## config.mk

```make
export PLATFORM = sky130hd
export DESIGN_NAME = delayed_pulse_counter
export DESIGN_NICKNAME = d
export VERILOG_FILES = /design/src/hdl/delayed_pulse_counter_pkg.sv /design/src/hdl/delayed_pulse_counter.sv
export SDC_FILE = /design/constraint.sdc
export NUM_CORES = 2
export LEC_CHECK = 0
export ABC_AREA = 1
export BUFFER_PORTS_ARGS = -buffer_cell sky130_fd_sc_hd__clkbuf_2
export CAP_MARGIN = 5
export CORE_ASPECT_RATIO = 1.1
export CORE_MARGIN = 1.5
export CORE_UTILIZATION = 30
export CTS_CLUSTER_SIZE = 28
export DETAILED_ROUTE_END_ITERATION = 16
export PLACE_DENSITY = 0.56
export SLEW_MARGIN = 20
export SYNTH_ARGS = -nofsm -noshare
export SYNTH_HDL_FRONTEND = slang
export SYNTH_SLANG_ARGS = --single-unit
```

## constraint.sdc

```tcl
create_clock -name clk -period 9 [get_ports clk]
set_clock_uncertainty 0.05 [all_clocks]
set_input_delay 0.45 -clock clk [delete_from_list [all_inputs] [get_ports clk]]
set_output_delay 0.45 -clock clk [all_outputs]
set_load 0.05 [all_outputs]
```

## src/hdl/delayed_pulse_counter_pkg.sv

```systemverilog
// constants shared by the delayed pulse counter block
// assumes a 250 MHz system clock and AXI4-Lite register access
package delayed_pulse_counter_pkg;

    localparam int NUM_COUNTERS = 10;
    localparam int HALF_COUNTERS = 5;
    localparam int CLK_HZ = 250_000_000;

    // decade timebases: frequency in Hz, then clocks per tick
    localparam int TB1_HZ = 1_000_000;
    localparam int TB2_HZ = 100_000;
    localparam int TB3_HZ = 10_000;
    localparam int TB4_HZ = 1_000;
    localparam int TB5_HZ = 100;
    localparam int TB1_DIV = CLK_HZ / TB1_HZ;
    localparam int TB_STEP = 10;
    localparam logic [7:0] TB1_LAST = 8'(TB1_DIV - 1);
    localparam logic [3:0] DECADE_LAST = 4'(TB_STEP - 1);

    // timebase select codes
    localparam logic [3:0] TB_CHAIN = 4'h0;
    localparam logic [3:0] TB_INT_FIRST = 4'h1;
    localparam logic [3:0] TB_INT_LAST = 4'h5;
    localparam logic [3:0] TB_SRC_FIRST = 4'h6;
    localparam logic [3:0] TB_GATE_FIRST = 4'hB;

    // gating modes
    localparam logic [2:0] GATE_NONE = 3'h0;
    localparam logic [2:0] GATE_HIGH = 3'h1;
    localparam logic [2:0] GATE_LOW = 3'h2;
    localparam logic [2:0] GATE_RISE = 3'h3;
    localparam logic [2:0] GATE_FALL = 3'h4;

    // output drive codes on clear
    localparam logic [1:0] DRIVE_HIZ = 2'h0;
    localparam logic [1:0] DRIVE_LOW = 2'h1;
    localparam logic [1:0] DRIVE_HIGH = 2'h2;

    // register map, one block of four words per counter
    localparam logic [7:0] REG_CONFIG = 8'h00;
    localparam logic [7:0] REG_DELAY = 8'h04;
    localparam logic [7:0] REG_WIDTH = 8'h08;
    localparam logic [7:0] REG_CMD = 8'h0C;
    localparam int CTR_SHIFT = 4;
    localparam logic [11:0] MAP_LAST = 12'h09F;

    // config fields
    localparam int CF_TB_LSB = 0;
    localparam int CF_GATE_LSB = 4;
    localparam int CF_EDGE_BIT = 7;
    localparam int CF_TOGGLE_BIT = 8;
    localparam int CF_POL_BIT = 9;
    // command fields (write) and status fields (read)
    localparam int CMD_CLEAR_BIT = 0;
    localparam int CMD_PULSE_BIT = 1;
    localparam int CMD_MEAS_BIT = 2;
    localparam int CMD_REARM_BIT = 3;
    localparam int CMD_DRIVE_LSB = 4;
    localparam int ST_STATE_LSB = 0;
    localparam int ST_OUT_BIT = 4;
    localparam int ST_HOLD_LSB = 16;

    localparam logic [16:0] DELAY_MIN = 17'h0_0003;
    localparam logic [31:0] CONFIG_RESET = 32'h0000_0000;
    localparam logic [1:0] RESP_OKAY = 2'h0;
    localparam logic [1:0] RESP_SLVERR = 2'h2;

    typedef enum logic [2:0] {
        ST_IDLE = 3'b000,
        ST_DELAY = 3'b001,
        ST_WIDTH = 3'b010,
        ST_DONE = 3'b011,
        ST_MEASURE = 3'b100
    } ctr_state_type;

endpackage

```

## src/hdl/delayed_pulse_counter.sv

```systemverilog
// ten counters with selectable timebase, delayed pulse and measurement
// assumes pins are asynchronous and an AXI4-Lite master on clk
//
// The address map and register access over AXI4-Lite are this design's own decisions.
`timescale 1ns/1ps
module delayed_pulse_counter
    import delayed_pulse_counter_pkg::*;
(
    input wire logic clk,
    input wire logic rst_n,
    input wire logic clk_en,
    input wire logic [NUM_COUNTERS-1:0] source_in,
    input wire logic [NUM_COUNTERS-1:0] gate_in,
    output logic [NUM_COUNTERS-1:0] counter_out,
    output logic [NUM_COUNTERS-1:0] counter_out_en,
    output logic [NUM_COUNTERS-1:0] terminal_count,
    input wire logic [11:0] s_axi_awaddr,
    input wire logic s_axi_awvalid,
    output logic s_axi_awready,
    input wire logic [31:0] s_axi_wdata,
    input wire logic [3:0] s_axi_wstrb,
    input wire logic s_axi_wvalid,
    output logic s_axi_wready,
    output logic [1:0] s_axi_bresp,
    output logic s_axi_bvalid,
    input wire logic s_axi_bready,
    input wire logic [11:0] s_axi_araddr,
    input wire logic s_axi_arvalid,
    output logic s_axi_arready,
    output logic [31:0] s_axi_rdata,
    output logic [1:0] s_axi_rresp,
    output logic s_axi_rvalid,
    input wire logic s_axi_rready
);

    // decode a byte address into counter index and word, valid if mapped
    function automatic logic addr_ok(input logic [11:0] a);
        return (a <= MAP_LAST) && (a[1:0] == 2'b00);
    endfunction
    function automatic logic [3:0] addr_ctr(input logic [11:0] a);
        return a[CTR_SHIFT+3:CTR_SHIFT];
    endfunction

    ////////////////////////////////////////////////////////////////////
    // pin synchronisers: second stage and a delayed copy for edges
    logic [NUM_COUNTERS-1:0] src_m_q, src_s_q, src_p_q;
    logic [NUM_COUNTERS-1:0] gate_m_q, gate_s_q, gate_p_q;
    always_ff @(posedge clk or negedge rst_n) begin
        if (!rst_n) begin
            src_m_q <= '0;
            src_s_q <= '0;
            src_p_q <= '0;
            gate_m_q <= '0;
            gate_s_q <= '0;
            gate_p_q <= '0;
        end else if (clk_en) begin
            src_m_q <= source_in;
            src_s_q <= src_m_q;
            src_p_q <= src_s_q;
            gate_m_q <= gate_in;
            gate_s_q <= gate_m_q;
            gate_p_q <= gate_s_q;
        end
    end

    ////////////////////////////////////////////////////////////////////
    // decade prescaler: 1 MHz tick then divide by ten four times
    logic [7:0] pre_q;
    logic [3:0] dec_q [1:4];
    logic [5:1] tick;
    assign tick[1] = (pre_q == TB1_LAST);
    always_ff @(posedge clk or negedge rst_n) begin
        if (!rst_n) begin
            pre_q <= '0;
        end else if (clk_en) begin
            pre_q <= tick[1] ? 8'h00 : pre_q + 8'h01;
        end
    end
    genvar gd;
    generate
        for (gd = 1; gd <= 4; gd++) begin : g_decade
            assign tick[gd+1] = tick[gd] && (dec_q[gd] == DECADE_LAST);
            always_ff @(posedge clk or negedge rst_n) begin
                if (!rst_n) begin
                    dec_q[gd] <= '0;
                end else if (clk_en && tick[gd]) begin
                    dec_q[gd] <= (dec_q[gd] == DECADE_LAST) ? 4'h0
                                 : dec_q[gd] + 4'h1;
                end
            end
        end
    endgenerate

    ////////////////////////////////////////////////////////////////////
    // register bus: write waits for both address and data
    logic [11:0] aw_q;
    logic [31:0] w_q;
    logic aw_have_q, w_have_q;
    logic wr_go;
    logic [3:0] wr_ctr;
    logic [7:0] wr_word;
    logic [31:0] cfg_q [NUM_COUNTERS];
    logic [16:0] delay_q [NUM_COUNTERS];
    logic [16:0] width_q [NUM_COUNTERS];
    logic [NUM_COUNTERS-1:0] cmd_clear, cmd_pulse, cmd_meas, cmd_rearm;
    assign wr_go = aw_have_q && w_have_q && !s_axi_bvalid;
    assign wr_ctr = addr_ctr(aw_q);
    assign wr_word = {4'h0, aw_q[3:0]};
    assign s_axi_awready = !aw_have_q;
    assign s_axi_wready = !w_have_q;
    always_ff @(posedge clk or negedge rst_n) begin
        if (!rst_n) begin
            aw_have_q <= 1'b0;
            w_have_q <= 1'b0;
            aw_q <= '0;
            w_q <= '0;
            s_axi_bvalid <= 1'b0;
            s_axi_bresp <= RESP_OKAY;
        end else if (clk_en) begin
            if (s_axi_awvalid && !aw_have_q) begin
                aw_q <= s_axi_awaddr;
                aw_have_q <= 1'b1;
            end
            if (s_axi_wvalid && !w_have_q) begin
                w_q <= s_axi_wdata;
                w_have_q <= 1'b1;
            end
            if (wr_go) begin
                aw_have_q <= 1'b0;
                w_have_q <= 1'b0;
                s_axi_bvalid <= 1'b1;
                s_axi_bresp <= addr_ok(aw_q) ? RESP_OKAY : RESP_SLVERR;
            end else if (s_axi_bvalid && s_axi_bready) begin
                s_axi_bvalid <= 1'b0;
            end
        end
    end

    // read: one cycle after the address is taken
    logic [31:0] rd_word [NUM_COUNTERS][4];
    always_ff @(posedge clk or negedge rst_n) begin
        if (!rst_n) begin
            s_axi_rvalid <= 1'b0;
            s_axi_rdata <= '0;
            s_axi_rresp <= RESP_OKAY;
        end else if (clk_en) begin
            if (s_axi_arvalid && s_axi_arready) begin
                s_axi_rvalid <= 1'b1;
                s_axi_rresp <= addr_ok(s_axi_araddr) ? RESP_OKAY
                               : RESP_SLVERR;
                s_axi_rdata <= addr_ok(s_axi_araddr)
                    ? rd_word[addr_ctr(s_axi_araddr)][s_axi_araddr[3:2]]
                    : 32'h0000_0000;
            end else if (s_axi_rvalid && s_axi_rready) begin
                s_axi_rvalid <= 1'b0;
            end
        end
    end
    assign s_axi_arready = !s_axi_rvalid;

    ////////////////////////////////////////////////////////////////////
    // per-counter logic
    ctr_state_type state_q [NUM_COUNTERS];
    logic [15:0] cnt_q [NUM_COUNTERS];
    logic [15:0] hold_q [NUM_COUNTERS];
    logic [NUM_COUNTERS-1:0] armed_q, tog_q, lvl_q;
    logic [NUM_COUNTERS-1:0] tc_pulse;

    genvar gc;
    generate
        for (gc = 0; gc < NUM_COUNTERS; gc++) begin : g_ctr
            localparam int BANK = (gc < HALF_COUNTERS) ? 0 : HALF_COUNTERS;
            logic [3:0] tb;
            logic [2:0] gm;
            logic sel_lvl, sel_prev, tb_edge, gate_lvl, gate_edge;
            logic run, gated, wr_here;
            logic [16:0] load_d;
            assign wr_here = wr_go && addr_ok(aw_q) && (wr_ctr == 4'(gc));
            assign tb = cfg_q[gc][CF_TB_LSB +: 4];
            assign gm = cfg_q[gc][CF_GATE_LSB +: 3];
            assign cmd_clear[gc] = wr_here && (wr_word == REG_CMD)
                                   && w_q[CMD_CLEAR_BIT];
            assign cmd_pulse[gc] = wr_here && (wr_word == REG_CMD)
                                   && w_q[CMD_PULSE_BIT];
            assign cmd_meas[gc] = wr_here && (wr_word == REG_CMD)
                                  && w_q[CMD_MEAS_BIT];
            assign cmd_rearm[gc] = wr_here && (wr_word == REG_CMD)
                                   && w_q[CMD_REARM_BIT];

            // count event selection by timebase code
            always_comb begin
                sel_lvl = src_s_q[BANK + int'(tb - TB_SRC_FIRST) % 5];
                sel_prev = src_p_q[BANK + int'(tb - TB_SRC_FIRST) % 5];
                if (tb >= TB_GATE_FIRST) begin
                    sel_lvl = gate_s_q[BANK + int'(tb - TB_GATE_FIRST)];
                    sel_prev = gate_p_q[BANK + int'(tb - TB_GATE_FIRST)];
                end
            end
            always_comb begin
                if (tb == TB_CHAIN) begin
                    // first counter has no lower neighbour and stalls
                    tb_edge = (gc > 0) ? tc_pulse[(gc+NUM_COUNTERS-1)
                              % NUM_COUNTERS] : 1'b0;
                end else if (tb <= TB_INT_LAST) begin
                    tb_edge = tick[tb - TB_INT_FIRST + 1];
                end else begin
                    // chosen edge of the external signal
                    tb_edge = cfg_q[gc][CF_EDGE_BIT] ? (!sel_lvl && sel_prev)
                              : (sel_lvl && !sel_prev);
                end
            end
            // gate as seen through the gating mode
            assign gate_lvl = (gm == GATE_LOW) ? !gate_s_q[gc] : gate_s_q[gc];
            assign gate_edge = (gm == GATE_FALL)
                ? (!gate_s_q[gc] && gate_p_q[gc])
                : (gate_s_q[gc] && !gate_p_q[gc]);
            assign gated = (gm == GATE_RISE) || (gm == GATE_FALL);
            // level gating runs only while active, edge gating once armed
            assign run = (gm == GATE_NONE) ? 1'b1
                         : gated ? armed_q[gc] : gate_lvl;
            assign tc_pulse[gc] = tb_edge && run && (cnt_q[gc] == 16'h0001)
                && ((state_q[gc] == ST_DELAY) || (state_q[gc] == ST_WIDTH));
            assign load_d = (state_q[gc] == ST_DELAY) ? width_q[gc]
                            : delay_q[gc];

            // configuration and count registers
            always_ff @(posedge clk or negedge rst_n) begin
                if (!rst_n) begin
                    cfg_q[gc] <= CONFIG_RESET;
                    delay_q[gc] <= DELAY_MIN;
                    width_q[gc] <= '0;
                end else if (clk_en && wr_here) begin
                    if (wr_word == REG_CONFIG)
                        cfg_q[gc] <= w_q;
                    if (wr_word == REG_DELAY)
                        delay_q[gc] <= w_q[16:0];
                    if (wr_word == REG_WIDTH)
                        width_q[gc] <= w_q[16:0];
                end
            end

            // sequencer: delay, width, done, measure
            always_ff @(posedge clk or negedge rst_n) begin
                if (!rst_n) begin
                    state_q[gc] <= ST_IDLE;
                    cnt_q[gc] <= '0;
                    hold_q[gc] <= '0;
                    armed_q[gc] <= 1'b0;
                    tog_q[gc] <= 1'b0;
                    lvl_q[gc] <= 1'b0;
                    counter_out_en[gc] <= 1'b0;
                    terminal_count[gc] <= 1'b0;
                end else if (clk_en) begin
                    terminal_count[gc] <= tc_pulse[gc];
                    if (gated && gate_edge)
                        armed_q[gc] <= 1'b1;
                    if (cmd_clear[gc]) begin
                        state_q[gc] <= ST_IDLE;
                        armed_q[gc] <= 1'b0;
                        tog_q[gc] <= 1'b0;
                        cnt_q[gc] <= '0;
                        lvl_q[gc] <= (w_q[CMD_DRIVE_LSB +: 2] == DRIVE_HIGH);
                        counter_out_en[gc] <=
                            (w_q[CMD_DRIVE_LSB +: 2] != DRIVE_HIZ);
                    end else if (cmd_pulse[gc] && state_q[gc] == ST_IDLE) begin
                        // 16-bit count of the 17-bit delay, 65536 wraps to 0 = full range
                        cnt_q[gc] <= delay_q[gc][15:0];
                        state_q[gc] <= ST_DELAY;
                        counter_out_en[gc] <= 1'b1;
                        lvl_q[gc] <= cfg_q[gc][CF_POL_BIT];
                    end else if (cmd_meas[gc] && state_q[gc] == ST_IDLE) begin
                        cnt_q[gc] <= '0;
                        state_q[gc] <= ST_MEASURE;
                        counter_out_en[gc] <= 1'b1;
                        lvl_q[gc] <= cfg_q[gc][CF_POL_BIT];
                    end else if (cmd_rearm[gc]) begin
                        // a rearm during a running pulse is dropped
                        if (state_q[gc] == ST_DONE) begin
                            cnt_q[gc] <= delay_q[gc][15:0];
                            state_q[gc] <= ST_DELAY;
                            armed_q[gc] <= 1'b0;
                            if (!cfg_q[gc][CF_TOGGLE_BIT])
                                lvl_q[gc] <= cfg_q[gc][CF_POL_BIT];
                        end
                    end else begin
                        unique case (state_q[gc])
                            ST_IDLE, ST_DONE: begin
                            end
                            ST_DELAY, ST_WIDTH: begin
                                if (tb_edge && run)
                                    cnt_q[gc] <= cnt_q[gc] - 16'h0001;
                                if (tc_pulse[gc]) begin
                                    // toggle and pulse type both flip the level
                                    lvl_q[gc] <= !lvl_q[gc];
                                    cnt_q[gc] <= load_d[15:0];
                                    if (state_q[gc] == ST_WIDTH)
                                        state_q[gc] <= ST_DONE;
                                    else if (width_q[gc] == 17'h0_0000)
                                        state_q[gc] <= ST_DONE;
                                    else
                                        state_q[gc] <= ST_WIDTH;
                                end
                            end
                            ST_MEASURE: begin
                                if (gated && gate_edge && armed_q[gc]) begin
                                    hold_q[gc] <= cnt_q[gc];
                                    cnt_q[gc] <= '0;
                                end else if (gm != GATE_NONE && !gated
                                             && !gate_lvl
                                             && cnt_q[gc] != 16'h0000) begin
                                    hold_q[gc] <= cnt_q[gc];
                                    cnt_q[gc] <= '0;
                                end else if (tb_edge && run) begin
                                    cnt_q[gc] <= cnt_q[gc] + 16'h0001;
                                end
                            end
                        endcase
                    end
                end
            end
            assign counter_out[gc] = lvl_q[gc];

            // readback words for this counter
            assign rd_word[gc][0] = cfg_q[gc];
            assign rd_word[gc][1] = {15'h0000, delay_q[gc]};
            assign rd_word[gc][2] = {15'h0000, width_q[gc]};
            assign rd_word[gc][3] = {hold_q[gc], 11'h000, lvl_q[gc],
                                     1'b0, state_q[gc]};
        end
    endgenerate

endmodule

```

; After elaboration in Yosys (flattened, before gate mapping)
; Index checks and enable logic that the tools add are counted.
; W data, S select, Z words.
[classes]
shift = 0
mul = 0
n_div = 10
order_cmp = 54
mux = 652
n_eq_ne = 138
n_addsub = 75
n_bitwise = 42
n_reduce_logical = 539
[ops]
columns = op, n
row1 = $mux W16, 130
row2 = $bmux W128 S4, 1
row3 = $mux W1, 378
row4 = $lt A32 B4 Y1 const B, 10
row5 = $lt A32 B6 Y1 const B, 10
row6 = $mod A32 B4 Y32 const B, 10
row7 = $pmux W16 S2, 10
row8 = $mux W128, 2
row9 = $logic_and A1 B1 Y1, 228
row10 = $mux W3, 70
row11 = $logic_not A17 Y1, 10
row12 = $add A16 B1 Y16 const B, 10
row13 = $add A4 B32 Y32 const A, 5
row14 = $bmux W1 S4, 40
row15 = $eq A16 B1 Y1 const B, 10
row16 = $reduce_bool A16 Y1, 10
row17 = $sub A16 B1 Y16 const B, 10
row18 = $eq A3 B2 Y1 const B, 40
row19 = $reduce_and A5 Y1, 20
row20 = $reduce_bool A5 Y1, 20
row21 = $mux W32, 3
row22 = $reduce_and A2 Y1, 48
row23 = $ne A8 B8 Y1 const B, 10
row24 = $logic_not A1 Y1, 74
row25 = other kinds (44), 351
[totals]
latchBits = 0
romBits = 0
ramBits = 0
mem_count = 0
ff_bits = 1218

; Longest topological paths before layout
[depth]
ltp_word = 56
ltp_mapped = 63

; Worst setup path after synthesis
; No wires, ideal clock.
[synth_timing]
kind = flip-flop to flip-flop
from = register cfg_q[257] (netlist bit)
to = register cnt_q[9] (netlist bit)
required_time_ns = 8.885
stages_incl_launch_ff = 59
path_slack_ns = 2.285
arrival_time_ns = 6.600
period_less_slack_ns = 6.715
setup_time_ns = 0.065
path_cell_list = dfrtp_1 > inv_1 > ha_1 > buf_2 > inv_1 > o22ai_1 > inv_1 > ha_1 > inv_1 > nand3b_1 > nand2_2 > nand2_1 > nand2_1 > nand2_1 > ha_1 > or2_2 > nand3_2 > nand2_2 > (+23 left out) > nand2_4 > nand3_4 > nand2_2 > nand3_2 > nand2_2 > nand3_4 > nand2_4 > nand3_4 > nand2_4 > nand3_4 > buf_6 > nand2_1 > nand3_1 > nand2_1 > nand2_1 > nand2_1 > nand2_1 > nand2_1
[synth_between]
elab_chain_len = 52
elab_cells_between_ends = 75
classes_between = add/sub (4) / div (1) / order compare (2) / eq/ne (2) / mux (33) / reduce/logical (33)
[synth_rtl]
columns = item, line
row1 = from (decl), delayed_pulse_counter.sv:102  ; logic [31:0] cfg_q [NUM_COUNTERS];
row2 = "from (signal, indexed assignment)", delayed_pulse_counter.sv:234  ; cfg_q[gc] <= w_q;
row3 = $sub A4 B3 Y5, "delayed_pulse_counter.sv:192, delayed_pulse_counter.sv:193"
row4 = $mod A32 B4 Y32, "delayed_pulse_counter.sv:192, delayed_pulse_counter.sv:193"
row5 = "$bmux W1 S4, on equally long branches", "delayed_pulse_counter.sv:193, delayed_pulse_counter.sv:192"
row6 = "$mux W1, on equally long branches (2 in a row)", "delayed_pulse_counter.sv:193, delayed_pulse_counter.sv:192"
row7 = $mux W1, delayed_pulse_counter.sv:194  ; if (tb >= TB_GATE_FIRST) begin
row8 = "$logic_not A1 Y1, on equally long branches", "delayed_pulse_counter.sv:209, delayed_pulse_counter.sv:208"
row9 = "$logic_and A1 B1 Y1, on equally long branches", "delayed_pulse_counter.sv:209, delayed_pulse_counter.sv:208"
row10 = $mux W1, delayed_pulse_counter.sv:208  ; tb_edge = cfg_q[gc][CF_EDGE_BIT] ? (!sel_lvl && sel_prev)
row11 = (+35 left out), --
row12 = $logic_and A1 B1 Y1, delayed_pulse_counter.sv:221  ; assign tc_pulse[gc] = tb_edge && run && (cnt_q[gc] == 16'h0001)
row13 = $logic_and A1 B1 Y1, delayed_pulse_counter.sv:222  ; && ((state_q[gc] == ST_DELAY) || (state_q[gc] == ST_WIDTH));
row14 = $mux W16, delayed_pulse_counter.sv:292  ; if (tc_pulse[gc]) begin
row15 = $pmux W16 S2, delayed_pulse_counter.sv:286  ; unique case (state_q[gc])
row16 = $mux W16, delayed_pulse_counter.sv:276  ; end else if (cmd_rearm[gc]) begin
row17 = $mux W16, delayed_pulse_counter.sv:271  ; end else if (cmd_meas[gc] && state_q[gc] == ST_IDLE) begin
row18 = $mux W16, delayed_pulse_counter.sv:265  ; end else if (cmd_pulse[gc] && state_q[gc] == ST_IDLE) begin
row19 = $mux W16, delayed_pulse_counter.sv:257  ; if (cmd_clear[gc]) begin
row20 = "to (signal, indexed assignment)", delayed_pulse_counter.sv:267  ; cnt_q[gc] <= delay_q[gc][15:0];
row21 = "to (signal, indexed assignment)", delayed_pulse_counter.sv:279  ; cnt_q[gc] <= delay_q[gc][15:0];
row22 = "to (signal, indexed assignment)", delayed_pulse_counter.sv:291  ; cnt_q[gc] <= cnt_q[gc] - 16'h0001;
row23 = to (decl), delayed_pulse_counter.sv:164  ; logic [15:0] cnt_q [NUM_COUNTERS];
; Every way passes the cells marked *; elsewhere a longest branch is shown, timed or not. The select of a mux whose other input is x is not followed.
; A chain may end at the register's enable or synchronous reset.

; Worst setup path after layout
[layout_timing]
from = register cfg_q[225] (netlist bit)
to = register cnt_q[15] (netlist bit)
[layout_between]
elab_chain_len = 48
elab_cells_between_ends = 71
classes_between = add/sub (4) / div (1) / order compare (2) / eq/ne (2) / mux (32) / reduce/logical (30)
[layout_rtl]
columns = item, line
row1 = $sub A4 B3 Y5, "delayed_pulse_counter.sv:192, delayed_pulse_counter.sv:193"
row2 = $mod A32 B4 Y32, "delayed_pulse_counter.sv:192, delayed_pulse_counter.sv:193"
row3 = "$bmux W1 S4, on equally long branches", "delayed_pulse_counter.sv:193, delayed_pulse_counter.sv:192"
row4 = "$mux W1, on equally long branches (2 in a row)", "delayed_pulse_counter.sv:193, delayed_pulse_counter.sv:192"
row5 = $mux W1, delayed_pulse_counter.sv:194
row6 = "$logic_not A1 Y1, on equally long branches", "delayed_pulse_counter.sv:209, delayed_pulse_counter.sv:208"
row7 = "$logic_and A1 B1 Y1, on equally long branches", "delayed_pulse_counter.sv:209, delayed_pulse_counter.sv:208"
row8 = $mux W1, delayed_pulse_counter.sv:208
row9 = (+31 left out), --
row10 = $logic_and A1 B1 Y1, delayed_pulse_counter.sv:221
row11 = $logic_and A1 B1 Y1, delayed_pulse_counter.sv:222
row12 = $mux W16, delayed_pulse_counter.sv:292
row13 = $pmux W16 S2, delayed_pulse_counter.sv:286
row14 = $mux W16, delayed_pulse_counter.sv:276
row15 = $mux W16, delayed_pulse_counter.sv:271
row16 = $mux W16, delayed_pulse_counter.sv:265
row17 = $mux W16, delayed_pulse_counter.sv:257
; Marked as above.

==> run_results.csv <==
group,metric,value,unit
worst_setup_path,cp_slowest_cell,"dfrtp_1",
worst_setup_path,worstPathRequired,9.76,ns
grt,grt_max_degree,161,
logic_synthesis,synth.distinct_cells,92,
logic_synthesis,ys.flop_type,"dfrtp_1",
timing,setup-tns-final,0,ns
floorplan,die_w,493,um
placement,dp.final_hpwl,263,mm
drt,drc,0,
logic_synthesis,synth_area,79300,sq um
drt,ant_nets,0,
drt,wl_met3,31.5,mm
floorplan,dieArea,268000,sq um
final_layout,nFillCells,28400,
logic_synthesis,ys.warnings.count,0,
placement,dpl-instance-area,83200,sq um
logic_synthesis,async_reset_ff_share,100,%
timing,tightest_slew,1.32,ns
logic_synthesis,synthTopCellsByArea,"dfrtp_1, o21ai_0, nand2_1, inv_1, nor2_1",
clock_tree,clkTransAtPathRegs,0.06,ns
clock_tree,cts-htree-levels,4,
drt,vias,81300,
placement,numPortBuffers,152,
run_status,status,"finished, final reports clean",
clock_tree,numCtsBuffers,154,
floorplan,io_pins,159,
final_layout,final_util,33.9,%
clock_tree,cts_tree,"done",
final_layout,design_area,89000,sq um
timing,timing.hold.ws,0.0771,ns
clock_tree,clkSinkCount,1216,
timing,fmax,120,MHz
power,pwr-share-clk,34.2,%
clock_tree,clk_path_buf_depth,4,
worst_setup_path,cpMostUsedCell,"nand2_1",
power,p_sw,0.00750,W
flow_run,drv_cap,0,
drt,viasPerCell,5.57,
min_path,min_path_type,"in2reg",
floorplan,die_y,542,um
logic_synthesis,synth_top_cell_by_area,"dfrtp_1",
grt,grt_pass1_wl,530,mm
power,ir_drop,0.137,mV
power,p_leak,39.2,nW
placement,gp_congestion,1.07,
logic_synthesis,ys_seq_elements,1216,
worst_setup_path,cp_slowest_stage_delay,0.60,ns
drt,dr.first_iter.drc_count,9973,
power,internal_power,0.0113,W
final_layout,area_delta_synth_final,12.2,%
timing,finalSetupViolCount,0,
timing,finalHoldViolations,0,
floorplan,coreArea,263000,sq um
final_layout,drive_gt1_share,7.27,%
drt,firstDrtPassIters,9,
floorplan,start_util,30.2,%
grt,overflow,0,
clock_tree,cts_root_buf,"clkbuf_16",
timing,slew_viol_final,0,
logic_synthesis,synthTopCellsByCount,"nand2_1, o21ai_0, dfrtp_1",
logic_synthesis,synth.most_common_cell,"nand2_1",
drt,drt-met1-wl,146,mm
logic_synthesis,synth_edf_count,0,
worst_setup_path,critPathCaptureType,"flop",
logic_synthesis,syn_inst,11100,
power,power_frac_comb,31.8,%
grt,antenna_found_initial,17,
final_layout,multi_input_area,42300,sq um
logic_synthesis,avgSynthCellArea,7.14,sq um
final_layout,seq_area,30500,sq um
logic_synthesis,yosysSeqAreaShare,38.4,%
timing,relSlewSlack,11.9,%
power,p_seq_share,34.0,%
floorplan,num_rows,197,
worst_setup_path,start_kind,"flop",
logic_synthesis,synth_top_area_share,37.7,%
drt,met2WireLength,157,mm
power,power.density,211,nW/um^2
grt,grt_usage,26.5,%
worst_setup_path,cp_max_fo,18,
drt,finalWirelength,366,mm
power,switching_share,39.9,%
drt,wire_per_inst,25.1,um
timing,grt_setup_unrepaired,"false",
worst_setup_path,critical_path_class,"reg2reg",
clock_tree,clock_latency,0.88,ns
worst_setup_path,worst_ep_arrival_time,9.11,ns
grt,grt_pass1_vias,74900,
final_layout,nets,11300,
timing,period_needed,8.36,ns
timing,min_period_over_period,92.8,%
drt,top_layer,"met5",
per-stage QoR:
step	cells	worst slack, ns	total power [W]
floorplan	11100	2.28	0.0100
global placement	14300	0.643	0.0123
detailed placement	14300	0.565	0.0122
CTS	14600	0.537	0.0187
global route	14600	0.0181	0.0197
finish	14600	0.645	0.0188
power by group through the flow:
| stage | sequential, W | clock (W) | combinational (W) |
|---|---|---|---|
| 6_report | 0.00640 | 0.00643 | 0.00598 |
| 4_1_cts | 0.00638 | 0.00650 | 0.00583 |
| 3_3_place_gp | 0.00647 | 0 | 0.00579 |
| 3_5_place_dp | 0.00647 | 0 | 0.00578 |
| 5_1_grt | 0.00645 | 0.00671 | 0.00652 |
| 2_1_floorplan | 0.00627 | 0 | 0.00376 |
layout by cell type, fill, tap and decap left out, types with 22 or more instances in the layout:
master / Yosys / final
a21oi_1: 578 / 577
a22oi_1: 41 / 41
a31oi_1: 98 / 98
buf_4: 23 / 168
clkbuf_1: 572 / 38
clkbuf_16: 0 / 157
clkbuf_2: 1 / 147
clkbuf_8: 8 / 26
clkinv_1: 27 / 26
clkinv_2: 1 / 22
dfrtp_1: 1196 / 1195
dlygate4sd3_1: 0 / 69
ha_1: 161 / 161
inv_1: 977 / 962
inv_2: 27 / 40
mux2i_1: 27 / 27
nand2_1: 2474 / 2456
nand2_2: 25 / 42
nand3_1: 460 / 456
nand3_2: 17 / 22
nand4_1: 92 / 92
nor2_1: 943 / 940
nor3_1: 188 / 180
nor4_1: 66 / 66
o211ai_1: 268 / 268
o21ai_0: 1926 / 1926
o21ai_1: 53 / 53
o221ai_1: 119 / 119
o22ai_1: 80 / 79
o311ai_0: 40 / 39
o31ai_1: 61 / 61
xnor2_1: 34 / 34
xor2_1: 207 / 207
critical path, delay by kind of cell, from the launching register on:
kind / cells / cell delay [ns]
fa+ha+maj: 4 / 1.12
xor+xnor: 1 / 0.26
buf+inv: 6 / 0.86
simple gates: 33 / 4.09
compound gates: 5 / 1.26
flops: 1 / 0.60
final cells by class:
class,instances,share of cell area [%]
well taps,3482,4.89
repair buffers,399,3.33
flip-flops and latches,1216,34.2
inverters,1033,4.37
clock buffers,220,4.96
diodes,5,0.0141
multi-input cells,8202,47.5
clock inverters,47,0.694
sequential cells by signal, summed over array words and instances (netlist names), 12 cells and up:
signal       count
delay_q        170
aw_q            12
cfg_q          320
s_axi_rdata     32
dec_q           16
hold_q         160
w_q             32
cnt_q          160
rd_word        200
timing repair:
item                                   CTS  global route
resized for setup                        0             5
setup endpoints to repair                0            49
setup buffers                            0             1
endpoints found under the hold margin  150             0
hold buffers                            69             0
metal layers:
metal / vias up / GRT usage (%)
li1: 37400 / -
met1: 39100 / 33.9
met2: 3871 / 40.0
met3: 947 / 4.89
met4: 14 / 19.3
met5: - / 0
cell families (layout without fill, tap and decap cells):
group / Yosys count / in the layout / share of synthesized area [%]
xor gates and xnor gates: 247 / 247 / 2.78
muxes: 33 / 33 / 0.426
and+or+nand+nor: 4349 / 4351 / 22.9
DFF: 1216 / 1216 / 38.4
adders and majority gates: 161 / 161 / 2.54
AOI/OAI and AO/OA: 3408 / 3408 / 24.4
other: 1 / 7 / 0.00473
buffers and inverters: 1704 / 1699 / 8.51
final timing paths:
check	slack (ns)	depth (start not counted)	end	start
max in group asynchronous	6.76	4	cfg_q[27]$_DFFE_PN0P_	rst_n
min	0.08	4	s_axi_rdata[1]$_DFFE_PN0P_	s_axi_araddr[9]
min in group asynchronous	0.14	2	hold_q[94]$_DFFE_PN0P_	rst_n
max reg2reg	0.64	49	cnt_q[15]$_DFFE_PN0P_	cfg_q[225]$_DFFE_PN0P_
min reg2reg	0.43	2	cfg_q[110]$_DFFE_PN0P_	cfg_q[110]$_DFFE_PN0P_
max	0.64	49	cnt_q[15]$_DFFE_PN0P_	cfg_q[225]$_DFFE_PN0P_
No activity file was read; power rests on OpenSTA's default activity.
